**src/logic/lcd_cmd_pkg.sv**
```systemverilog
// Shared constants and types of the serial LCD command core
package lcd_cmd_pkg;
    localparam int PTR_W = 5;
    localparam int CHARS = 13;
    localparam int GROUP_W = 5;
    localparam logic [4:0] CODE_LAST = 5'h0C;
    localparam logic [4:0] DOT_BASE = 5'h10;
    localparam logic [4:0] DOT_LAST = 5'h1C;
    localparam int WAIT_OSC_PERIODS = 21;
    localparam int OSC_PERIOD_CLKS = 1;
    localparam int WAIT_CYCLES = WAIT_OSC_PERIODS * OSC_PERIOD_CLKS;
    localparam int SYNC_CS = 0;
    localparam int SYNC_SI = 1;
    localparam int SYNC_CD = 2;
    localparam int SYNC_SCK = 3;
    localparam logic [3:0] LAST_BIT = 4'h7;
    localparam logic RST_PANEL_ON = 1'b0;
    localparam logic RST_BLINK_OFF_STYLE = 1'b0;
    localparam logic RST_DOT_UNIT = 1'b0;
    localparam logic RST_BLINK_WR = 1'b0;
    localparam logic RST_READ_EN = 1'b0;
    localparam logic [2:0] OP_PANEL = 3'h4;
    localparam logic [2:0] OP_DOT_BLINK = 3'h6;
    localparam logic [2:0] OP_STYLE = 3'h1;
    localparam logic [2:0] OP_READBACK = 3'h3;

    typedef struct packed {
        logic is_cmd;
        logic [7:0] value;
    } serial_unit_t;

    typedef struct packed {
        logic [7:0] glyph_rom_addr;
        logic [GROUP_W-1:0] dots;
        logic char_blink;
        logic [GROUP_W-1:0] dot_blink;
    } scan_out_t;
endpackage

```
**src/logic/lcd_serial_command_core.sv**
```systemverilog
// Serial command interpreter and display memories of a dot-matrix LCD controller
// Functional notes
// RULE_01: A five-bit pointer addresses all four display memories.
// RULE_02: Command 11x-AAAAA loads the pointer from its low five bits.
// RULE_03: Pointer steps after step command, char-blink command and every data byte.
// RULE_04: Character-code memory holds thirteen eight-bit glyph codes.
// RULE_05: Dot memory holds thirteen five-dot groups, sixty-five dots.
// RULE_06: Character-blink memory holds one bit per character position.
// RULE_07: Dot-blink memory holds thirteen five-dot groups.
// RULE_08: Stored code indexes the glyph ROM for its display position.
// RULE_09: Panel switch command turns the panel on or off by its flag.
// RULE_10: Char-blink command sets or clears blink at the pointer position.
// RULE_11: Unit command picks single-dot or five-dot dot-blink writing.
// RULE_12: Dot-blink write command starts or stops dot-blink writes.
// RULE_13: Blink style command picks all-off or all-on alternation.
// RULE_14: Pointer step command advances the pointer by one.
// RULE_15: Readback command drives or floats the serial output.
// RULE_16: Host waits twenty-one oscillator periods after every command.
// RULE_17: Dot bytes use low five bits, bit 4 is the first segment.
// RULE_18: Bytes arrive MSB first and are assembled in that order.
// RULE_19: Transfers are accepted only while chip select is high.
// RULE_20: Bits shift on rising shift clock, byte loads after eight.
// RULE_21: Command/data select is sampled on the eighth rising edge.
// RULE_22: Readback shifts the pointed byte MSB first on falling edges.
// RULE_23: Reset keeps memories, sets defaults, panel off, output floating.
// RULE_24: Code bytes above address 0x0C are dropped, pointer still steps.
// RULE_25: Dot groups start at address 0x10, one group per address.
// RULE_26: Chip select falling mid-byte discards the partial byte.
// RULE_27: Serial pins pass two-flop synchronisers before any logic.
`timescale 1ns/100ps
module lcd_serial_command_core (
    // Clock and reset
    input wire logic mclk,
    input wire logic arst_n,
    // Serial pins
    input wire logic cs,
    input wire logic si,
    input wire logic cd_sel,
    input wire logic shift_clock_pin,
    output logic so_out,
    output logic so_oe,
    // Mode state
    output logic panel_on,
    output logic blink_phase_bit,
    output logic dot_granularity_bit,
    output logic dot_blink_write_flag,
    output logic cmd_busy,
    output logic unit_overrun,
    // Display scan
    input wire logic [3:0] scan_pos,
    output lcd_cmd_pkg::scan_out_t scan_out
);
    typedef struct packed {
        logic [3:0] sync1;
        logic [3:0] sync2;
        logic sck_prev;
        logic cs_prev;
        logic [7:0] in_shift;
        logic [3:0] bit_cnt;
        logic [lcd_cmd_pkg::PTR_W-1:0] ptr; // RULE_01
        logic panel_on;
        logic blink_off_style;
        logic dot_unit;
        logic blink_wr;
        logic read_en;
        logic reload;
        logic [7:0] out_shift;
        logic so_out;
        logic so_oe;
        logic [4:0] wait_cnt;
        logic busy;
        logic overrun;
        lcd_cmd_pkg::scan_out_t scan;
    } core_state_t;

    core_state_t s;
    core_state_t next_s;

    logic [7:0] char_code_ram [lcd_cmd_pkg::CHARS];
    logic [lcd_cmd_pkg::GROUP_W-1:0] dot_pattern_ram [lcd_cmd_pkg::CHARS];
    logic char_blink_ram [lcd_cmd_pkg::CHARS];
    logic [lcd_cmd_pkg::GROUP_W-1:0] dot_blink_ram [lcd_cmd_pkg::CHARS];

    logic push;
    logic push_ready;
    logic exec_valid;
    lcd_cmd_pkg::serial_unit_t push_unit;
    logic exec;
    lcd_cmd_pkg::serial_unit_t ex;
    logic code_we;
    logic dot_we;
    logic dblink_we;
    logic cblink_we;
    logic [3:0] wr_idx;
    logic [lcd_cmd_pkg::GROUP_W-1:0] dblink_data;
    logic [7:0] read_byte;
    logic sck_rise;
    logic sck_fall;
    logic cs_now;
    logic in_code;
    logic in_dot;

    // Depth two lets two bytes queue while the previous one, already taken out, serves its wait time
    unit_buffer #(
        .WIDTH($bits(lcd_cmd_pkg::serial_unit_t))
    ) u_buffer (
        .mclk(mclk),
        .arst_n(arst_n),
        .in_valid(push),
        .in_ready(push_ready),
        .in_data(push_unit),
        .out_valid(exec_valid),
        .out_ready(exec),
        .out_data(ex)
    );

    always_comb
    begin
        in_code = (s.ptr <= lcd_cmd_pkg::CODE_LAST);
        in_dot = (s.ptr >= lcd_cmd_pkg::DOT_BASE) && (s.ptr <= lcd_cmd_pkg::DOT_LAST);
        if (in_code)
            read_byte = char_code_ram[s.ptr[3:0]];
        else if (in_dot)
            read_byte = {3'h0, dot_pattern_ram[4'(s.ptr - lcd_cmd_pkg::DOT_BASE)]};
        else
            read_byte = 8'h00;
    end

    always_comb
    begin
        next_s = s;
        next_s.reload = 1'b0;
        push = 1'b0;
        code_we = 1'b0;
        dot_we = 1'b0;
        dblink_we = 1'b0;
        cblink_we = 1'b0;
        wr_idx = in_code ? s.ptr[3:0] : 4'(s.ptr - lcd_cmd_pkg::DOT_BASE);
        // Second stage alone reads the first stage
        next_s.sync1 = {shift_clock_pin, cd_sel, si, cs}; // RULE_27
        next_s.sync2 = s.sync1; // RULE_27
        next_s.sck_prev = s.sync2[lcd_cmd_pkg::SYNC_SCK];
        next_s.cs_prev = s.sync2[lcd_cmd_pkg::SYNC_CS];
        cs_now = s.sync2[lcd_cmd_pkg::SYNC_CS];
        sck_rise = s.sync2[lcd_cmd_pkg::SYNC_SCK] && !s.sck_prev;
        sck_fall = !s.sync2[lcd_cmd_pkg::SYNC_SCK] && s.sck_prev;
        push_unit.is_cmd = s.sync2[lcd_cmd_pkg::SYNC_CD]; // RULE_21
        push_unit.value = {s.in_shift[6:0], s.sync2[lcd_cmd_pkg::SYNC_SI]};

        if (!cs_now)
            next_s.bit_cnt = 4'h0; // RULE_19 RULE_26
        else if (sck_rise)
        begin
            next_s.in_shift = push_unit.value; // RULE_18 RULE_20
            if (s.bit_cnt == lcd_cmd_pkg::LAST_BIT)
            begin
                push = 1'b1; // RULE_20
                next_s.bit_cnt = 4'h0;
            end
            else
                next_s.bit_cnt = s.bit_cnt + 4'h1;
        end
        // A byte that finds both entries full is lost; the flag stays up until reset
        if (push && !push_ready)
            next_s.overrun = 1'b1;

        // Wait time after each executed unit
        exec = exec_valid && !s.busy; // RULE_16
        if (s.busy)
        begin
            if (s.wait_cnt == 5'h0)
                next_s.busy = 1'b0;
            else
                next_s.wait_cnt = s.wait_cnt - 5'h1;
        end
        if (exec)
        begin
            next_s.busy = 1'b1;
            next_s.wait_cnt = 5'(lcd_cmd_pkg::WAIT_CYCLES - 2);
            next_s.reload = 1'b1;
            if (ex.is_cmd)
            begin
                if (ex.value[7:6] == 2'b11)
                    next_s.ptr = ex.value[4:0]; // RULE_02
                else if (!ex.value[7] && ex.value[3:2] == 2'b00)
                begin
                    cblink_we = in_code; // RULE_10
                    next_s.ptr = s.ptr + 5'h1; // RULE_03
                end
                else if (ex.value[7:5] == 3'b100)
                begin
                    if (ex.value[3:1] == lcd_cmd_pkg::OP_PANEL)
                        next_s.panel_on = ex.value[0]; // RULE_09
                    else if (ex.value[3:1] == lcd_cmd_pkg::OP_DOT_BLINK && ex.value[4])
                        next_s.dot_unit = ex.value[0]; // RULE_11
                    else if (ex.value[3:1] == lcd_cmd_pkg::OP_DOT_BLINK)
                        next_s.blink_wr = ex.value[0]; // RULE_12
                    else if (ex.value[3:1] == lcd_cmd_pkg::OP_STYLE)
                        next_s.blink_off_style = ex.value[0]; // RULE_13
                    else if (ex.value[3:1] == lcd_cmd_pkg::OP_READBACK)
                        next_s.read_en = ex.value[0]; // RULE_15
                    else if (ex.value[3] && ex.value[1])
                        next_s.ptr = s.ptr + 5'h1; // RULE_14 RULE_03
                end
            end
            else
            begin
                code_we = in_code; // RULE_24
                dot_we = in_dot && !s.blink_wr; // RULE_25
                dblink_we = in_dot && s.blink_wr; // RULE_12
                next_s.ptr = s.ptr + 5'h1; // RULE_03
            end
        end

        // Readback shifter
        // The fall that closes a byte comes after the reload for the next one,
        // so only falls inside a byte shift and the fresh MSB survives
        if ((cs_now && !s.cs_prev) || s.reload)
            next_s.out_shift = read_byte;
        else if (cs_now && sck_fall && s.bit_cnt != 4'h0)
            next_s.out_shift = {s.out_shift[6:0], 1'b0}; // RULE_22
        next_s.so_out = next_s.out_shift[7]; // RULE_22
        next_s.so_oe = cs_now && next_s.read_en; // RULE_22 RULE_15

        // Scan port for the drive logic
        if (scan_pos < 4'(lcd_cmd_pkg::CHARS))
        begin
            next_s.scan.glyph_rom_addr = char_code_ram[scan_pos]; // RULE_08
            next_s.scan.dots = dot_pattern_ram[scan_pos];
            next_s.scan.char_blink = char_blink_ram[scan_pos];
            next_s.scan.dot_blink = dot_blink_ram[scan_pos];
        end
        else
            next_s.scan = '0;
    end

    // Single-dot mode sets the marked dots of the group and never clears a dot
    always_comb
    begin
        if (!s.dot_unit)
            dblink_data = ex.value[4:0]; // RULE_11 RULE_17
        else
            dblink_data = dot_blink_ram[wr_idx] | ex.value[4:0]; // RULE_11 RULE_17
    end

    // Memories have no reset so that reset keeps their contents
    always_ff @(posedge mclk)
    begin
        if (code_we)
            char_code_ram[wr_idx] <= ex.value; // RULE_04
        if (dot_we)
            dot_pattern_ram[wr_idx] <= ex.value[4:0]; // RULE_05 RULE_17
        if (dblink_we)
            dot_blink_ram[wr_idx] <= dblink_data; // RULE_07
        if (cblink_we)
            char_blink_ram[wr_idx] <= ex.value[1]; // RULE_06 RULE_10
    end

    always_ff @(posedge mclk or negedge arst_n)
    begin
        if (!arst_n)
        begin
            s <= '0;
            s.panel_on <= lcd_cmd_pkg::RST_PANEL_ON; // RULE_23
            s.blink_off_style <= lcd_cmd_pkg::RST_BLINK_OFF_STYLE; // RULE_23
            s.dot_unit <= lcd_cmd_pkg::RST_DOT_UNIT; // RULE_23
            s.blink_wr <= lcd_cmd_pkg::RST_BLINK_WR;
            s.read_en <= lcd_cmd_pkg::RST_READ_EN; // RULE_23
        end
        else
            s <= next_s;
    end

    assign so_out = s.so_out;
    assign so_oe = s.so_oe;
    assign panel_on = s.panel_on;
    assign blink_phase_bit = s.blink_off_style;
    assign dot_granularity_bit = s.dot_unit;
    assign dot_blink_write_flag = s.blink_wr;
    assign cmd_busy = s.busy;
    assign unit_overrun = s.overrun;
    assign scan_out = s.scan;
endmodule

```
**src/logic/unit_buffer.sv**
```systemverilog
// Two-entry valid/ready buffer between the serial assembler and the executor
`timescale 1ns/100ps
module unit_buffer #(
    parameter int WIDTH = 9
) (
    // Clock and reset
    input wire logic mclk,
    input wire logic arst_n,
    // Filling side
    input wire logic in_valid,
    output logic in_ready,
    input wire logic [WIDTH-1:0] in_data,
    // Draining side
    output logic out_valid,
    input wire logic out_ready,
    output logic [WIDTH-1:0] out_data
);
    typedef struct packed {
        logic [1:0][WIDTH-1:0] mem;
        logic wr_ptr;
        logic rd_ptr;
        logic [1:0] count;
    } buf_state_t;

    buf_state_t s;
    buf_state_t next_s;
    logic push;
    logic pop;

    always_comb
    begin
        next_s = s;
        push = in_valid && (s.count != 2'h2);
        pop = out_ready && (s.count != 2'h0);
        if (push)
        begin
            next_s.mem[s.wr_ptr] = in_data;
            next_s.wr_ptr = ~s.wr_ptr;
        end
        if (pop)
            next_s.rd_ptr = ~s.rd_ptr;
        if (push && !pop)
            next_s.count = s.count + 2'h1;
        else if (pop && !push)
            next_s.count = s.count - 2'h1;
    end

    always_ff @(posedge mclk or negedge arst_n)
    begin
        if (!arst_n)
            s <= '0;
        else
            s <= next_s;
    end

    assign in_ready = (s.count != 2'h2);
    assign out_valid = (s.count != 2'h0);
    assign out_data = s.mem[s.rd_ptr];
endmodule

```
**config.mk**
```make
export PLATFORM = sky130hd
export DESIGN_NAME = lcd_serial_command_core
export DESIGN_NICKNAME = d
export VERILOG_FILES = /design/src/logic/lcd_cmd_pkg.sv /design/src/logic/lcd_serial_command_core.sv /design/src/logic/unit_buffer.sv
export SDC_FILE = /design/constraint.sdc
export NUM_CORES = 1
export LEC_CHECK = 0
export BUFFER_PORTS_ARGS = -buffer_cell sky130_fd_sc_hd__buf_2
export CAP_MARGIN = 20
export CORE_MARGIN = 10
export CORE_UTILIZATION = 67
export DETAILED_ROUTE_END_ITERATION = 10
export GPL_TIMING_DRIVEN = 0
export PLACE_DENSITY_LB_ADDON = 0.1
export SLEW_MARGIN = 40
export SYNTH_ARGS = -nofsm -noshare
export SYNTH_HDL_FRONTEND = slang
export SYNTH_SLANG_ARGS = --single-unit
```
**constraint.sdc**
```tcl
create_clock -name mclk -period 4.6 [get_ports mclk]
set_input_delay 0.46 -clock mclk [delete_from_list [all_inputs] [get_ports mclk]]
set_output_delay 0.46 -clock mclk [all_outputs]
set_load 0.05 [all_outputs]
```
==> impl_metrics.csv <==
group,metric,value,unit
worst_hold_path,min_to,"next_s[62]",
logic_synthesis,ys_async_sr_fraction,26.49,%
route,wl_per_cell,29.61,µm
critical_path,crit_chain,"buf_2 > inv_1 > clkbuf_1 > ha_1 > inv_1 > a21oi_1 > nand3_1 > clkbuf_1 > nor2_1",
route,firstDrtPassIters,5,
logic_synthesis,synth-seq-cells,336,
global_routing,grt.overflow.total,0,
sta,skew,0.02573,ns
critical_path,end_kind,"flip-flop",
global_routing,busiest_layer,"met2",
critical_path,reg2reg_depth,9,
clock_network,cts_tree,"yes",
job,maxCapViolCount,0,
placement,port_buffers,35,
route,vias,9397,
floorplanning,die_y,171.5,µm
cells_and_area,layout-drive-gt1-share,29.28,%
global_routing,grt_util_all_layers,27.34,%
route,dr.first_iter.drc_count,1366,
logic_synthesis,synth_edf_count,247,
global_routing,grt_pass1_vias,9543,
cells_and_area,final_common_cell,"edfxtp_1",
worst_hold_path,hold_path_depth,1,
placement,dp_hpwl,26.08,mm
cells_and_area,antenna_cells,0,
sta,slew-limit-headroom,41.00,%
route,drt_wl_total,39.08,mm
clock_network,cts.sinks,336,
sta,tightest_slew,0.8840,ns
worst_hold_path,hold_class,"input pin to flip-flop",
logic_synthesis,ys.flop_type,"edfxtp_1",
critical_path,regToRegSetupSlack,0.80,ns
critical_path,worstPathArrival,3.93,ns
floorplanning,ios,37,
clock_network,clock-root-buffer,"clkbuf_16",
cells_and_area,area_growth,11.83,%
floorplanning,fp.dieW,171.5,µm
placement,dp.cells,1254,
clock_network,path_clk_slew,0.06,ns
logic_synthesis,yosys.area.top_type,"edfxtp_1",
sta,period_share,82.54,%
power,peakVddDrop,0.3386,mV
cells_and_area,final_cell_mix,"edfxtp_1, mux4_2, dfrtp_1",
global_routing,use_met1,37.17,%
clock_network,htree_levels,2,
logic_synthesis,netlist-cell-type-count,74,
global_routing,grt_max_degree,47,
critical_path,cp_slowest_cell,"nor2_1",
cells_and_area,utilization,75.93,%
floorplanning,core_area,0.02264,mm²
sta,finalHoldViolations,0,
critical_path,startpoint_type,"flip-flop",
critical_path,critPathKind,"flip-flop to flip-flop",
logic_synthesis,synth_cells,933,
global_routing,grtUsageMet2,42.86,%
floorplanning,initial_utilization,67.90,%
cells_and_area,fillCellCount,1315,
global_routing,grt_pass1_wl,59.02,mm
clock_network,clock_latency,0.53,ns
logic_synthesis,synth_area,0.01537,mm²
clock_network,clk_path_buf_depth,3,
clock_network,cts_resized,0,
logic_synthesis,yosys_warnings,0,
sta,slew_viol_final,0,
sta,max_freq,263.4,MHz
critical_path,cp_max_fo,11,
cells_and_area,finish.instance_area,0.01719,mm²
power,powerDensity,502.2,mW/mm²
run_status,status,"complete, no violations",
clock_network,cts_buffers,36,
logic_synthesis,mappedNetlistNets,952,
logic_synthesis,synth.avg_cell_area,16.48,µm²
floorplanning,rows,55,
power,p_total,8634,µW
global_routing,use_met3,5.638,%
sta,fin_crit,3.797,ns
critical_path,cpPeakStageDelay,0.73,ns
cells_and_area,layout.nets,1027,
route,drc,0,
placement,gp_congestion,0.9391,
logic_synthesis,yosysTopAreaCellShare,48.25,%
cells_and_area,layout.cells.non_filler,1320,
power,leakage,0.005959,µW
logic_synthesis,ys_seq_area_share,62.73,%
critical_path,rr_endpoint,"char_code_ram[7][5]",
worst_hold_path,hp-start,"si",
global_routing,antenna_found_initial,0,
sta,rsz0062_at_grt,"false",
floorplanning,die_area,0.02940,mm²
route,post_drt_via_cell_ratio,7.119,
critical_path,worstPathRequired,4.73,ns
route,ant_nets,0,
sta,tns,0,ns
sta,setup_viol,0,
logic_synthesis,synth_area_leaders,"edfxtp_1, mux4_2, dfrtp_1",
placement,placed_area,0.01596,mm²
critical_path,r2r-start,"s[43]",
==> state kept, by name, summed over array words and instances (netlist names) <==
register              cells
char_code_ram           104
dot_blink_ram            65
dot_pattern_ram          65
s                        26
u_buffer.s               22
scan_out                 19
char_blink_ram           13
push_unit                 9
next_s                    5
blink_phase_bit           1
cmd_busy                  1
cs_now                    1
dot_blink_write_flag      1
dot_granularity_bit       1
panel_on                  1
so_oe                     1
unit_overrun              1
==> layout make-up <==
cell class | count | area (µm²) | area share, %
inverter | 23 | 86.33 | 0.5022
tap | 285 | 356.6 | 2.074
clock inverter | 19 | 200.2 | 1.164
sequential | 336 | 9644 | 56.10
timing repair buffer | 37 | 219.0 | 1.274
clock buffer | 46 | 1011 | 5.881
buffer | 73 | 450.4 | 2.620
multi-input combinational | 501 | 5224 | 30.39
==> cell families after synthesis <==
kind of cell | synth area share [%]
flip-flops | 62.73
AND/OR/NAND/NOR | 6.177
AO/OA/AOI/OAI | 5.648
multiplexers | 20.69
buffers and inverters | 3.451
XOR/XNOR | 0.5697
adder cells (fa/ha/maj) | 0.7325
==> worst max-delay path, delay by kind of cell (launching register included) <==
kind,cells,cell delay (ns)
flip-flops,1,0.40
AND/OR/NAND/NOR,2,1.06
AO/OA/AOI/OAI,1,0.29
adder cells (fa/ha/maj),1,0.39
buffers and inverters,5,1.26
==> synth_stat cells (4+ instances only) <==
cell	n
a21oi_1	7
a221oi_1	20
a22o_1	4
a22oi_1	4
a31oi_1	21
and2_1	4
buf_1	6
buf_2	15
buf_4	23
buf_6	5
clkbuf_1	22
dfrtp_1	89
edfxtp_1	247
ha_1	9
inv_1	17
mux2_1	20
mux2_2	12
mux2i_1	26
mux4_2	113
nand2_1	85
nand3_1	4
nor2_1	63
nor2b_1	5
nor3_1	7
o21a_1	4
o21ai_1	12
o22ai_1	5
o31ai_1	4
or3_1	4
xnor2_1	6
xor2_1	4
==> power breakdown <==
group	switching (µW)	leakage (µW)	internal, µW
Combinational	1330	0.00216	800
Sequential	145	0.00319	3410
Clock	1170	0.000607	1780
Total	2640	0.00596	5990
==> layer usage <==
layer  vias up  wire length [µm]
li1       3842                 -
met1      4736             14060
met2       686             18630
met3       133              4773
met4         0              1619
met5         -                 0
==> worst max-delay path by stage <==
stage / start / end / slack, ns / depth (start not counted)
final: s[43] / char_code_ram[7][5] / 0.80 / 9
after global routing: s[43] / char_code_ram[4][3] / 0.67 / 9
after CTS: s[43] / char_code_ram[2][4] / 0.82 / 9
after floorplan: s[42] / char_code_ram[11][0] / 2.00 / 10
after detailed placement: s[43] / char_code_ram[2][4] / 0.86 / 9
after global placement: s[43] / char_code_ram[11][0] / 1.02 / 9
==> per-stage QoR <==
step           hold slack [ns]  setup WS [ns]
3_3_place_gp            0.3339          1.023
3_5_place_dp            0.3371         0.8588
2_1_floorplan           0.1644          2.000
4_1_cts                0.04914         0.8216
5_1_grt                0.04122         0.6654
6_report               0.06268         0.8033
==> repair_timing <==
item,CTS,global route
hold buffers,1,0
endpoints found under the hold margin,43,0
buffers inserted,0,0
(Power assumes the default switching activity.)
